**config.mk**
```make
export PLATFORM = sky130hd
export DESIGN_NAME = ppap_core
export DESIGN_NICKNAME = d
export VERILOG_FILES = /design/src/ppap_pkg.sv /design/src/ppap_pole.sv /design/src/ppap_core.sv
export SDC_FILE = /design/constraint.sdc
export NUM_CORES = 2
export LEC_CHECK = 0
export ABC_AREA = 1
export BUFFER_PORTS_ARGS = -buffer_cell sky130_fd_sc_hd__clkbuf_2
export CORE_ASPECT_RATIO = 0.7
export CORE_MARGIN = 4
export CORE_UTILIZATION = 35
export CTS_BUF_LIST = sky130_fd_sc_hd__clkbuf_8
export CTS_CLUSTER_DIAMETER = 150
export CTS_CLUSTER_SIZE = 28
export DETAILED_ROUTE_END_ITERATION = 10
export PLACE_DENSITY = 0.51
export SLEW_MARGIN = 20
export SYNTH_ARGS = -nofsm -noshare
export SYNTH_HDL_FRONTEND = slang
export SYNTH_HIERARCHICAL = 1
export SYNTH_SLANG_ARGS = --single-unit
```
**constraint.sdc**
```tcl
create_clock -name core_clk_i -period 19.4 [get_ports core_clk_i]
set_input_delay 1.94 -clock core_clk_i [delete_from_list [all_inputs] [get_ports core_clk_i]]
set_output_delay 1.94 -clock core_clk_i [all_outputs]
set_load 0.01 [all_outputs]
```
**src/ppap_pkg.sv**
```systemverilog
package ppap_pkg;
    // --------------------------------------------------------------
    // widths
    // --------------------------------------------------------------
    localparam int SAMPLE_W = 16;
    localparam int HP_W = SAMPLE_W + 1;
    localparam int PROD_W = HP_W + SAMPLE_W;
    localparam int PWR_W = PROD_W + 2;
    localparam int ACC_W = 48;
    localparam int PHASES = 3;

    // --------------------------------------------------------------
    // rates
    // --------------------------------------------------------------
    localparam int CLK_PERIOD_NS = 100;
    localparam int MCLK_HZ = 10_000_000;
    localparam int OSR_HZ = 833_000;
    localparam int BW_HZ = 14_000;
    // decimated rate is twice the bandwidth: 833 kHz / 29 = 28.7 kHz
    localparam int DEC_CNT = OSR_HZ / (2 * BW_HZ);
    localparam int DEC_CNT_W = 5;
    localparam logic [DEC_CNT_W-1:0] DEC_LAST = 5'(DEC_CNT - 1);
    localparam int DEC_SUM_W = SAMPLE_W + DEC_CNT_W;
    localparam int DEC_SHIFT = 5;

    // --------------------------------------------------------------
    // filters
    // --------------------------------------------------------------
    localparam int LPF_CORNER_HZ = 8;
    // single pole at fs/(2*pi*2^k); 28.7 kHz and k=9 gives about 8.9 Hz
    localparam int LPF_SHIFT = 9;
    // dc blocker corner sits near 1.1 Hz, well below the line
    localparam int HPF_SHIFT = 12;

    // --------------------------------------------------------------
    // frequency conversion
    // --------------------------------------------------------------
    localparam logic [ACC_W-1:0] LF_THR_BASE = 48'h0000_4000_0000;
    localparam int CF_RATIO_SH = 7;
    localparam int LF_PULSE_NS = 100_000_000;
    localparam int LF_PULSE_CYC_DEF = LF_PULSE_NS / CLK_PERIOD_NS;
    localparam int CF_PULSE_NS = 90_000;
    localparam int CF_PULSE_CYC = (CF_PULSE_NS + CLK_PERIOD_NS - 1) / CLK_PERIOD_NS;
    localparam int PULSE_CNT_W = 24;

    typedef enum {LP_IDLE, LP_ONE, LP_TWO} ppap_lp_state_t;
endpackage

```
**src/ppap_pole.sv**
```systemverilog
`timescale 1ns/1ps
// single-pole low pass, y += (x - y) / 2^SHIFT
module ppap_pole #(
    parameter int W = 16,
    parameter int SHIFT = 9
) (
    input wire logic core_clk_i,
    input wire logic rst_i,
    input wire logic en_i,
    input wire logic signed [W-1:0] x_i,
    output logic signed [W-1:0] y_o
);
    logic signed [W+SHIFT-1:0] state_r;
    logic signed [W+SHIFT:0] diff;

    // fraction bits kept so small inputs still move the state
    assign diff = {x_i[W-1], x_i, {SHIFT{1'b0}}} - {state_r[W+SHIFT-1], state_r};

    always_ff @(posedge core_clk_i) begin
        if (rst_i) begin
            state_r <= '0;
        end else if (en_i) begin
            state_r <= state_r + (W+SHIFT)'(diff >>> SHIFT);
        end
    end

    assign y_o = state_r[W+SHIFT-1:SHIFT];
endmodule

```
**src/ppap_core.sv**
```systemverilog
`timescale 1ns/1ps
// Behaviour
// [RL1] take six signed 16-bit oversampled channels
// [RL2] dc blocker on currents only
// [RL3] multiply each current by same-phase voltage
// [RL4] low pass each phase product separately
// [RL5] total power is sum of three phases
// [RL6] long accumulation drives low-rate pulses
// [RL7] short accumulation drives calibration pulse
// [RL8] processing rate gives 14 kHz bandwidth
// [RL9] same-letter wiring; any two phases suffice
// [RL10] power filter is first order, 8 Hz
// [RL11] two selects pick one of four scalings
// [RL12] signed arithmetic; negative power subtracts
module ppap_core import ppap_pkg::*; #(
    parameter int LF_PULSE_CYC = LF_PULSE_CYC_DEF
) (
    input wire logic core_clk_i,
    input wire logic rst_i,
    input wire logic sample_valid_i,
    input wire logic signed [SAMPLE_W-1:0] cur_a_i,
    input wire logic signed [SAMPLE_W-1:0] cur_b_i,
    input wire logic signed [SAMPLE_W-1:0] cur_c_i,
    input wire logic signed [SAMPLE_W-1:0] volt_a_i,
    input wire logic signed [SAMPLE_W-1:0] volt_b_i,
    input wire logic signed [SAMPLE_W-1:0] volt_c_i,
    input wire logic freq_scale_sel_lo_i,
    input wire logic freq_scale_sel_hi_i,
    output logic signed [PWR_W-1:0] total_power_o,
    output logic power_valid_o,
    output logic low_rate_pulse_out_one_o,
    output logic low_rate_pulse_out_two_o,
    output logic calibration_pulse_out_o
);
    // ----------------------------------------------------------
    // threshold decode
    // ----------------------------------------------------------
    function automatic logic [ACC_W-1:0] lf_thr(input logic [1:0] sel);
        lf_thr = LF_THR_BASE >> sel;
    endfunction

    // ----------------------------------------------------------
    // decimation
    // ----------------------------------------------------------
    logic signed [SAMPLE_W-1:0] cur_in [PHASES];
    logic signed [SAMPLE_W-1:0] volt_in [PHASES];
    logic signed [DEC_SUM_W-1:0] cur_sum_r [PHASES];
    logic signed [DEC_SUM_W-1:0] volt_sum_r [PHASES];
    logic signed [SAMPLE_W-1:0] cur_dec_r [PHASES];
    logic signed [SAMPLE_W-1:0] volt_dec_r [PHASES];
    logic [DEC_CNT_W-1:0] dec_cnt_r;
    logic tick0_r;
    logic tick1_r;
    logic tick2_r;

    assign cur_in[0] = cur_a_i;
    assign cur_in[1] = cur_b_i;
    assign cur_in[2] = cur_c_i;
    assign volt_in[0] = volt_a_i;
    assign volt_in[1] = volt_b_i;
    assign volt_in[2] = volt_c_i;

    always_ff @(posedge core_clk_i) begin
        if (rst_i) begin
            dec_cnt_r <= '0;
            tick0_r <= 1'b0;
        end else begin
            tick0_r <= 1'b0;
            if (sample_valid_i) begin
                if (dec_cnt_r == DEC_LAST) begin
                    dec_cnt_r <= '0;
                    tick0_r <= 1'b1; // see [RL8]
                end else begin
                    dec_cnt_r <= dec_cnt_r + 5'h01;
                end
            end
        end
    end

    always_ff @(posedge core_clk_i) begin
        if (rst_i) begin
            tick1_r <= 1'b0;
            tick2_r <= 1'b0;
            power_valid_o <= 1'b0;
        end else begin
            tick1_r <= tick0_r;
            tick2_r <= tick1_r;
            power_valid_o <= tick2_r;
        end
    end

    // ----------------------------------------------------------
    // per-phase path
    // ----------------------------------------------------------
    logic signed [SAMPLE_W-1:0] cur_dc [PHASES];
    logic signed [PROD_W-1:0] prod_r [PHASES];
    logic signed [PROD_W-1:0] phase_pwr [PHASES];

    genvar g;
    generate
        for (g = 0; g < PHASES; g++) begin : g_phase
            logic signed [DEC_SUM_W-1:0] cur_ext;
            logic signed [DEC_SUM_W-1:0] volt_ext;
            logic signed [HP_W-1:0] cur_hp;

            assign cur_ext = DEC_SUM_W'(cur_in[g]);
            assign volt_ext = DEC_SUM_W'(volt_in[g]);

            // boxcar over one decimation period also limits the bandwidth
            always_ff @(posedge core_clk_i) begin
                if (rst_i) begin
                    cur_sum_r[g] <= '0;
                    volt_sum_r[g] <= '0;
                    cur_dec_r[g] <= '0;
                    volt_dec_r[g] <= '0;
                end else if (sample_valid_i) begin
                    if (dec_cnt_r == DEC_LAST) begin
                        cur_sum_r[g] <= '0;
                        volt_sum_r[g] <= '0;
                        cur_dec_r[g] <= SAMPLE_W'((cur_sum_r[g] + cur_ext) >>> DEC_SHIFT); // see [RL1]
                        volt_dec_r[g] <= SAMPLE_W'((volt_sum_r[g] + volt_ext) >>> DEC_SHIFT); // see [RL1]
                    end else begin
                        cur_sum_r[g] <= cur_sum_r[g] + cur_ext;
                        volt_sum_r[g] <= volt_sum_r[g] + volt_ext;
                    end
                end
            end

            // dc estimate tracked slowly, then removed from the current
            ppap_pole #(.W(SAMPLE_W), .SHIFT(HPF_SHIFT)) u_dc (
                .core_clk_i(core_clk_i),
                .rst_i(rst_i),
                .en_i(tick0_r),
                .x_i(cur_dec_r[g]),
                .y_o(cur_dc[g])
            );
            assign cur_hp = HP_W'(cur_dec_r[g]) - HP_W'(cur_dc[g]); // see [RL2]

            // voltage enters unfiltered; letters match by wiring
            always_ff @(posedge core_clk_i) begin
                if (rst_i) begin
                    prod_r[g] <= '0;
                end else if (tick0_r) begin
                    prod_r[g] <= PROD_W'(cur_hp * volt_dec_r[g]); // see [RL3] see [RL9] see [RL12]
                end
            end

            ppap_pole #(.W(PROD_W), .SHIFT(LPF_SHIFT)) u_pwr (
                .core_clk_i(core_clk_i),
                .rst_i(rst_i),
                .en_i(tick1_r), // see [RL4] see [RL10]
                .x_i(prod_r[g]),
                .y_o(phase_pwr[g])
            );
        end
    endgenerate

    // ----------------------------------------------------------
    // phase sum
    // ----------------------------------------------------------
    // an unused phase reads zero, so any two phases give the same total
    always_ff @(posedge core_clk_i) begin
        if (rst_i) begin
            total_power_o <= '0;
        end else if (tick2_r) begin
            total_power_o <= PWR_W'(phase_pwr[0]) + PWR_W'(phase_pwr[1]) + PWR_W'(phase_pwr[2]); // see [RL5] see [RL9]
        end
    end

    // ----------------------------------------------------------
    // frequency conversion
    // ----------------------------------------------------------
    logic [1:0] scale_sel;
    logic [ACC_W-1:0] lf_limit;
    logic [ACC_W-1:0] cf_limit;
    logic signed [ACC_W-1:0] lf_acc_r;
    logic signed [ACC_W-1:0] cf_acc_r;
    logic signed [ACC_W-1:0] lf_sum;
    logic signed [ACC_W-1:0] cf_sum;
    logic lf_hit;
    logic cf_hit;

    assign scale_sel = {freq_scale_sel_hi_i, freq_scale_sel_lo_i};
    assign lf_limit = lf_thr(scale_sel); // see [RL11]
    assign cf_limit = lf_thr(scale_sel) >> CF_RATIO_SH; // see [RL7]
    assign lf_sum = lf_acc_r + ACC_W'(total_power_o);
    assign cf_sum = cf_acc_r + ACC_W'(total_power_o);
    assign lf_hit = power_valid_o && (lf_sum >= $signed(lf_limit));
    assign cf_hit = power_valid_o && (cf_sum >= $signed(cf_limit));

    // negative totals wind the accumulators back; no pulse below zero
    always_ff @(posedge core_clk_i) begin
        if (rst_i) begin
            lf_acc_r <= '0;
        end else if (power_valid_o) begin
            lf_acc_r <= lf_hit ? lf_sum - $signed(lf_limit) : lf_sum; // see [RL6] see [RL12]
        end
    end

    always_ff @(posedge core_clk_i) begin
        if (rst_i) begin
            cf_acc_r <= '0;
        end else if (power_valid_o) begin
            cf_acc_r <= cf_hit ? cf_sum - $signed(cf_limit) : cf_sum; // see [RL7]
        end
    end

    // ----------------------------------------------------------
    // pulse outputs
    // ----------------------------------------------------------
    // low-rate pulses alternate between the two outputs for a stepper;
    // a crossing during a running pulse is dropped, limiting max rate
    ppap_lp_state_t lp_state_r;
    logic lp_next_two_r;
    logic [PULSE_CNT_W-1:0] lp_cnt_r;
    logic [PULSE_CNT_W-1:0] cf_cnt_r;

    always_ff @(posedge core_clk_i) begin
        if (rst_i) begin
            lp_state_r <= LP_IDLE;
            lp_next_two_r <= 1'b0;
            lp_cnt_r <= '0;
        end else begin
            case (lp_state_r)
                LP_IDLE: begin
                    if (lf_hit) begin
                        lp_state_r <= lp_next_two_r ? LP_TWO : LP_ONE; // see [RL6]
                        lp_next_two_r <= ~lp_next_two_r;
                        lp_cnt_r <= PULSE_CNT_W'(LF_PULSE_CYC - 1);
                    end
                end
                LP_ONE, LP_TWO: begin
                    if (lp_cnt_r == '0) begin
                        lp_state_r <= LP_IDLE;
                    end else begin
                        lp_cnt_r <= lp_cnt_r - 24'h000001;
                    end
                end
                default: begin
                    lp_state_r <= LP_IDLE;
                end
            endcase
        end
    end

    always_ff @(posedge core_clk_i) begin
        if (rst_i) begin
            low_rate_pulse_out_one_o <= 1'b0;
            low_rate_pulse_out_two_o <= 1'b0;
        end else begin
            low_rate_pulse_out_one_o <= (lp_state_r == LP_ONE);
            low_rate_pulse_out_two_o <= (lp_state_r == LP_TWO);
        end
    end

    always_ff @(posedge core_clk_i) begin
        if (rst_i) begin
            cf_cnt_r <= '0;
            calibration_pulse_out_o <= 1'b0;
        end else if (cf_cnt_r != '0) begin
            cf_cnt_r <= cf_cnt_r - 24'h000001;
            calibration_pulse_out_o <= (cf_cnt_r != 24'h000001);
        end else if (cf_hit) begin
            cf_cnt_r <= PULSE_CNT_W'(CF_PULSE_CYC); // see [RL7]
            calibration_pulse_out_o <= 1'b1;
        end else begin
            calibration_pulse_out_o <= 1'b0;
        end
    end
endmodule

```
== Word level (Yosys, flattened, before mapping) ==
Memory sizes are Yosys's and may differ from the RTL's.
Cells that the tools add are included.
W data, S select, Z words.
Word-level totals
  register bits: 434
  RAM bits: 321
  output and inout bits: 39
  logic and storage cells: 152
  memories: 5
Memories
  prod_r: words 3, width 33, rd ports 3, clocked after memory_dff 0, write ports 3, line ppap_core.sv:96  | logic signed [PROD_W-1:0] prod_r [PHASES];
  cur_sum_r: words 3, width 21, rd ports 3, clocked after memory_dff 0, write ports 3, line ppap_core.sv:47  | logic signed [DEC_SUM_W-1:0] cur_sum_r [PHASES];
  volt_sum_r: words 3, width 21, rd ports 3, clocked after memory_dff 0, write ports 3, line ppap_core.sv:48  | logic signed [DEC_SUM_W-1:0] volt_sum_r [PHASES];
  cur_dec_r: words 3, width 16, rd ports 3, clocked after memory_dff 0, write ports 3, line ppap_core.sv:49  | logic signed [SAMPLE_W-1:0] cur_dec_r [PHASES];
  volt_dec_r: words 3, width 16, rd ports 3, clocked after memory_dff 0, write ports 3, line ppap_core.sv:50  | logic signed [SAMPLE_W-1:0] volt_dec_r [PHASES];
Operators by class
  $add $sub $neg: 30
  $mul: 3
  order comparisons: 2
  equality and inequality tests: 9
  shifts and indexed selects: 1
  mux-type cells: 48
  bitwise logic cells: 22
  reduce and logical (&&, ||, !) cells: 11
Operators by type and width (count)
  $mux W21: 12
  $sub A42 B42 Y43: 3
  $add A21 B16 Y21: 6
  $add A42 B34 Y42: 3
  $mul A17 B16 Y33: 3
  $mux W33: 3
  $add A48 B35 Y48: 2
  $mux W16: 6
  $mux W24: 4
  $mux W48: 2
  $sub A28 B28 Y29: 3
  $add A28 B17 Y28: 3
  $eq A32 B2 Y1 const B: 2
  $mux W32: 2
  $pmux W32 S2: 1
  $sub A16 B16 Y17: 3
  $ge A48 B42 Y1: 1
  $ge A48 B48 Y1: 1
  $pmux W24 S2: 1
  $shr A31 B2 Y48 const A: 1
  $sub A24 B1 Y24 const B: 2
  $sub A48 B42 Y48: 1
  $sub A48 B48 Y48: 1
  $add A34 B33 Y35: 1
  other kinds (20): 59

== Depth between registers and ports, before layout ==
  word-level depth: 7
  gate-level depth with buffers: 43

== Cells and area by module ==
Netlist, hierarchy kept.
Modules (own cells, without submodules)
  ppap_core: instances 1, cells an instance 9201, area each 70122.3 um^2
  ppap_pole (g_phase[0].u_pwr ...): instances 2, cells an instance 1242, area each 7168.1 um^2
  ppap_pole (g_phase[0].u_dc ...): instances 3, cells an instance 669, area each 4017.6 um^2
  ppap_pole (g_phase[2].u_pwr): instances 1, cells an instance 1201, area each 7108.1 um^2

== Worst setup path after synthesis ==
No wires, ideal clock.
  path type: input -> register
  start: input sample_valid_i
  end: memory cur_dec_r[0][0], enable pin
  data arrival time: 8854 ps
  required time: 18709 ps
  slack: 9855 ps
  stages: 2
  buffers on the path: 0
  cell sequence: inv_1 > o21ai_0
RTL lines
  from (decl): line ppap_core.sv:20  | input wire logic sample_valid_i,
  to (decl): line ppap_core.sv:49

==> results.md <==
- Largest stage delay on the critical path: 0.58 ns
- Clock Sinks: 725
- Share of layout cells above drive strength 1: 5.26%
- Most common cell in the netlist: nand2_1
- Fin crit share: 44.9%
- Fin crit period: 8.70 ns
- CTS Root Cell: clkbuf_8
- H-Tree Depth: 2
- Total gr overflow: 0
- Top post-synthesis cells by count: nand2_1, inv_1, nor2_1
- Data arrival, critical path: 9.32 ns
- Status: finished clean
- Placed cell area: 0.108 mm²
- GRT Overall Usage: 22.1%
- Synthesized area per cell: 6.96 µm²
- Share of the synthesized area in the top cell type: 17.0%
- Fin. Hold Viols: 0
- Worst slew pin tran: 1.01 ns
- Sw Pwr: 4920 µW
- Type of origin of the critical path: flop
- Initial Utilization: 35.3%
- TritonRoute pass-1 iters: 8
- Total Negative Setup Slacks: 0 ns
- CP Data Required Time: 20.01 ns
- Pin count of the biggest net entering global routing: 83
- Register area share after synthesis: 17.1%
- Fraction of registers with async set/reset: 0%
- Post-DP HPWL: 290000 µm
- Routed wire length: 344000 µm
- Mapped Nets: 16800
- Critical path peak fanout: 9
- Seq cells post-synth: 725
- CTS Buffer Depth: 3
- Die Span X: 658 µm
- Post-route design area: 0.108 mm²
- R2r setup slk: 10.70 ns
- Core area: 0.293 mm²
- Clock Power Share: 9.5%
- Core Rows: 166
- Max_slew headroom: 32.7%
- Synth Cell Area: 0.104 mm²
- Clock Skews: 0.142 ns
- CTS tree: yes
- Area grow syn2layout: 4.68%
- Peak supply drop: 0.216 mV
- Via count: 93000
- Vias/cell: 4.96
- Nature of the critical path endpoint: flop
- Crit path kind: flop to flop
- Post-CTS Hold Fix Bufs: 0
- Starting DRT DRC Count: 8181
- Final #Nets: 16700
- Setup-failing EPs final: 0
- CP max stage cell: fa_1
- Die area: 0.305 mm²
- Synth cell types: 75
- Pwr dens: 82.6 mW/mm²
- Max Fclk: 115 MHz
- Num CTS Buffers: 38
- Int Pwr: 4040 µW
- Top FF cell, synth: dfxtp_1
- RSZ-0062 raised after global routing: false
- Die height: 463 µm
- First-pass GRT wire length: 531000 µm
- Most common cell on crit path: nand2_1
- Hold Path Class: flop to flop
- IO Port Bufs: 139
- Yosys Warn Count: 6
- Max-cap violations: 0
- Final Max Tran Viols: 0
- Postcts setup bufs: 0
- Post-Syn Instances: 14900
- Number of antenna violations at the first check in global routing: 10
- Clock slew at reported path FFs: 0.18 ns
- Vias in the first global route: 87800
- Routability Congestion: 0.953
- Seq pwr share: 19.2%
- Top post-synthesis cells by area: fa_1, ha_1, nand2_1
- Resized cells post-CTS: 0
- Lkg Pwr: 0.0561 µW
- Antenna-violating nets left: 0
- Clock Latency Late Sink: 0.93 ns
- Sw frac: 54.9%
- IO Count: 140
- Average routed wire per standard cell: 18.4 µm
- EDFF count, synth: 321
- # DRC: 0
- Logic pwr share: 71.3%
- Cell taking the most area after synthesis: fa_1
==> per-stage QoR <==
stage / util (%) / hold WS [ns] / worst slack, ns / instances / power [µW]
floorplan: - / 0.448 / 9.86 / 14900 / 6370
finish: 37.0 / 0.489 / 10.70 / 18700 / 8960
CTS: 37.0 / 0.495 / 10.76 / 18700 / 8970
detailed placement: 36.7 / 0.473 / 10.89 / 18700 / 8040
global route: 37.0 / 0.515 / 9.98 / 18700 / 10000
global placement: 36.7 / 0.467 / 10.90 / 18700 / 8110
==> worst paths after layout <==
path,endpoint,cells past startpoint,from
max,prod_r[2][28]$_SDFFCE_PN0P_,38,cur_dec_r[2][0]$_SDFFCE_PN0P_
max reg2reg,prod_r[2][28]$_SDFFCE_PN0P_,38,cur_dec_r[2][0]$_SDFFCE_PN0P_
min reg2reg,cf_cnt_r[16]$_SDFFE_PP0P_,2,cf_cnt_r[16]$_SDFFE_PP0P_
min,cf_cnt_r[16]$_SDFFE_PP0P_,2,cf_cnt_r[16]$_SDFFE_PP0P_
==> metal layers <==
| layer | track usage, % | routed length [µm] | up-vias |
|---|---|---|---|
| li1 | - | - | 46400 |
| met1 | 37.1 | 187000 | 43500 |
| met2 | 29.6 | 127000 | 2845 |
| met3 | 3.40 | 27000 | 150 |
| met4 | 2.02 | 2850 | 12 |
| met5 | 0 | 87 | - |
==> area by class of cell <==
cell class | instances | area, µm²
Inverter | 3019 | 11300
Clock inverter | 26 | 294
Antenna cell | 3 | 7.51
Multi-Input combinational cell | 10800 | 72500
Fill cell | 32000 | 185000
Timing Repair Buffer | 192 | 1120
Tap cell | 3948 | 4940
Sequential cell | 725 | 17700
Clock buffer | 39 | 537
==> critical path: cells and delay by family, from the launching register on <==
kind            cells  cell delay (ns)
fa+ha+maj           9             4.02
buf+inv             8             0.85
simple gates       10             1.36
compound gates     11             1.80
flops               1             0.41
==> sequential cells by signal (all words and copies together) (netlist names), 2 cells and up <==
register	flops
cf_acc_r	48
cf_cnt_r	24
cur_dec_r	48
cur_sum_r	63
dec_cnt_r	5
g_phase.u_dc/state_r	84
g_phase.u_pwr/state_r	126
lf_acc_r	48
lp_cnt_r	24
lp_state_r	2
prod_r	99
total_power_o	35
volt_dec_r	48
volt_sum_r	63
==> placed cells by master, fill, tap and decap left out, types with 10 or more instances in the layout <==
cell type  instances
a21boi_0          53
a21o_1            56
a21oi_1         1100
a21oi_2           40
a31oi_1           89
and3_1            11
buf_4             52
clkbuf_2         138
clkbuf_8          39
clkinv_1          32
dfxtp_1          399
edfxtp_1         321
fa_1             879
ha_1             942
inv_1           2936
inv_2             60
nand2_1         3057
nand2_2          153
nand3_1          547
nand3_2           38
nand3b_1          17
nand4_1          147
nor2_1          1833
nor2_2            77
nor2_4            24
nor3_1           115
nor3b_1           16
nor4_1            27
o2111ai_1         10
o211ai_1          50
o21a_1            49
o21ai_0          601
o21ai_1           89
o21ai_2           22
o21bai_1          70
o221ai_1          12
o31ai_1           20
or2_2             68
xnor2_1          165
xor2_1           318
==> power groups by stage <==
stage / sequential (µW) / clock (µW) / combinational [µW]
floorplan: 1730 / 0 / 4640
global placement: 1750 / 0 / 6360
detailed placement: 1750 / 0 / 6290
CTS: 1720 / 911 / 6340
global route: 1730 / 948 / 7320
finish: 1720 / 855 / 6390
==> kinds of logic (layout without fill, tap and decap cells) <==
| logic type | count (synthesis) | in the layout | share of synthesized area (%) |
|---|---|---|---|
| XOR/XNOR | 483 | 483 | 4.08 |
| AND/OR/NAND/NOR | 6157 | 6157 | 25.0 |
| adder cells (fa/ha/maj) | 1821 | 1821 | 28.4 |
| buffers and inverters | 3394 | 3276 | 13.0 |
| AO/OA/AOI/OAI | 2313 | 2313 | 12.5 |
| flip-flops | 725 | 725 | 17.1 |
| other | 0 | 3 | 0 |
No activity file was read; power rests on OpenSTA's default activity.
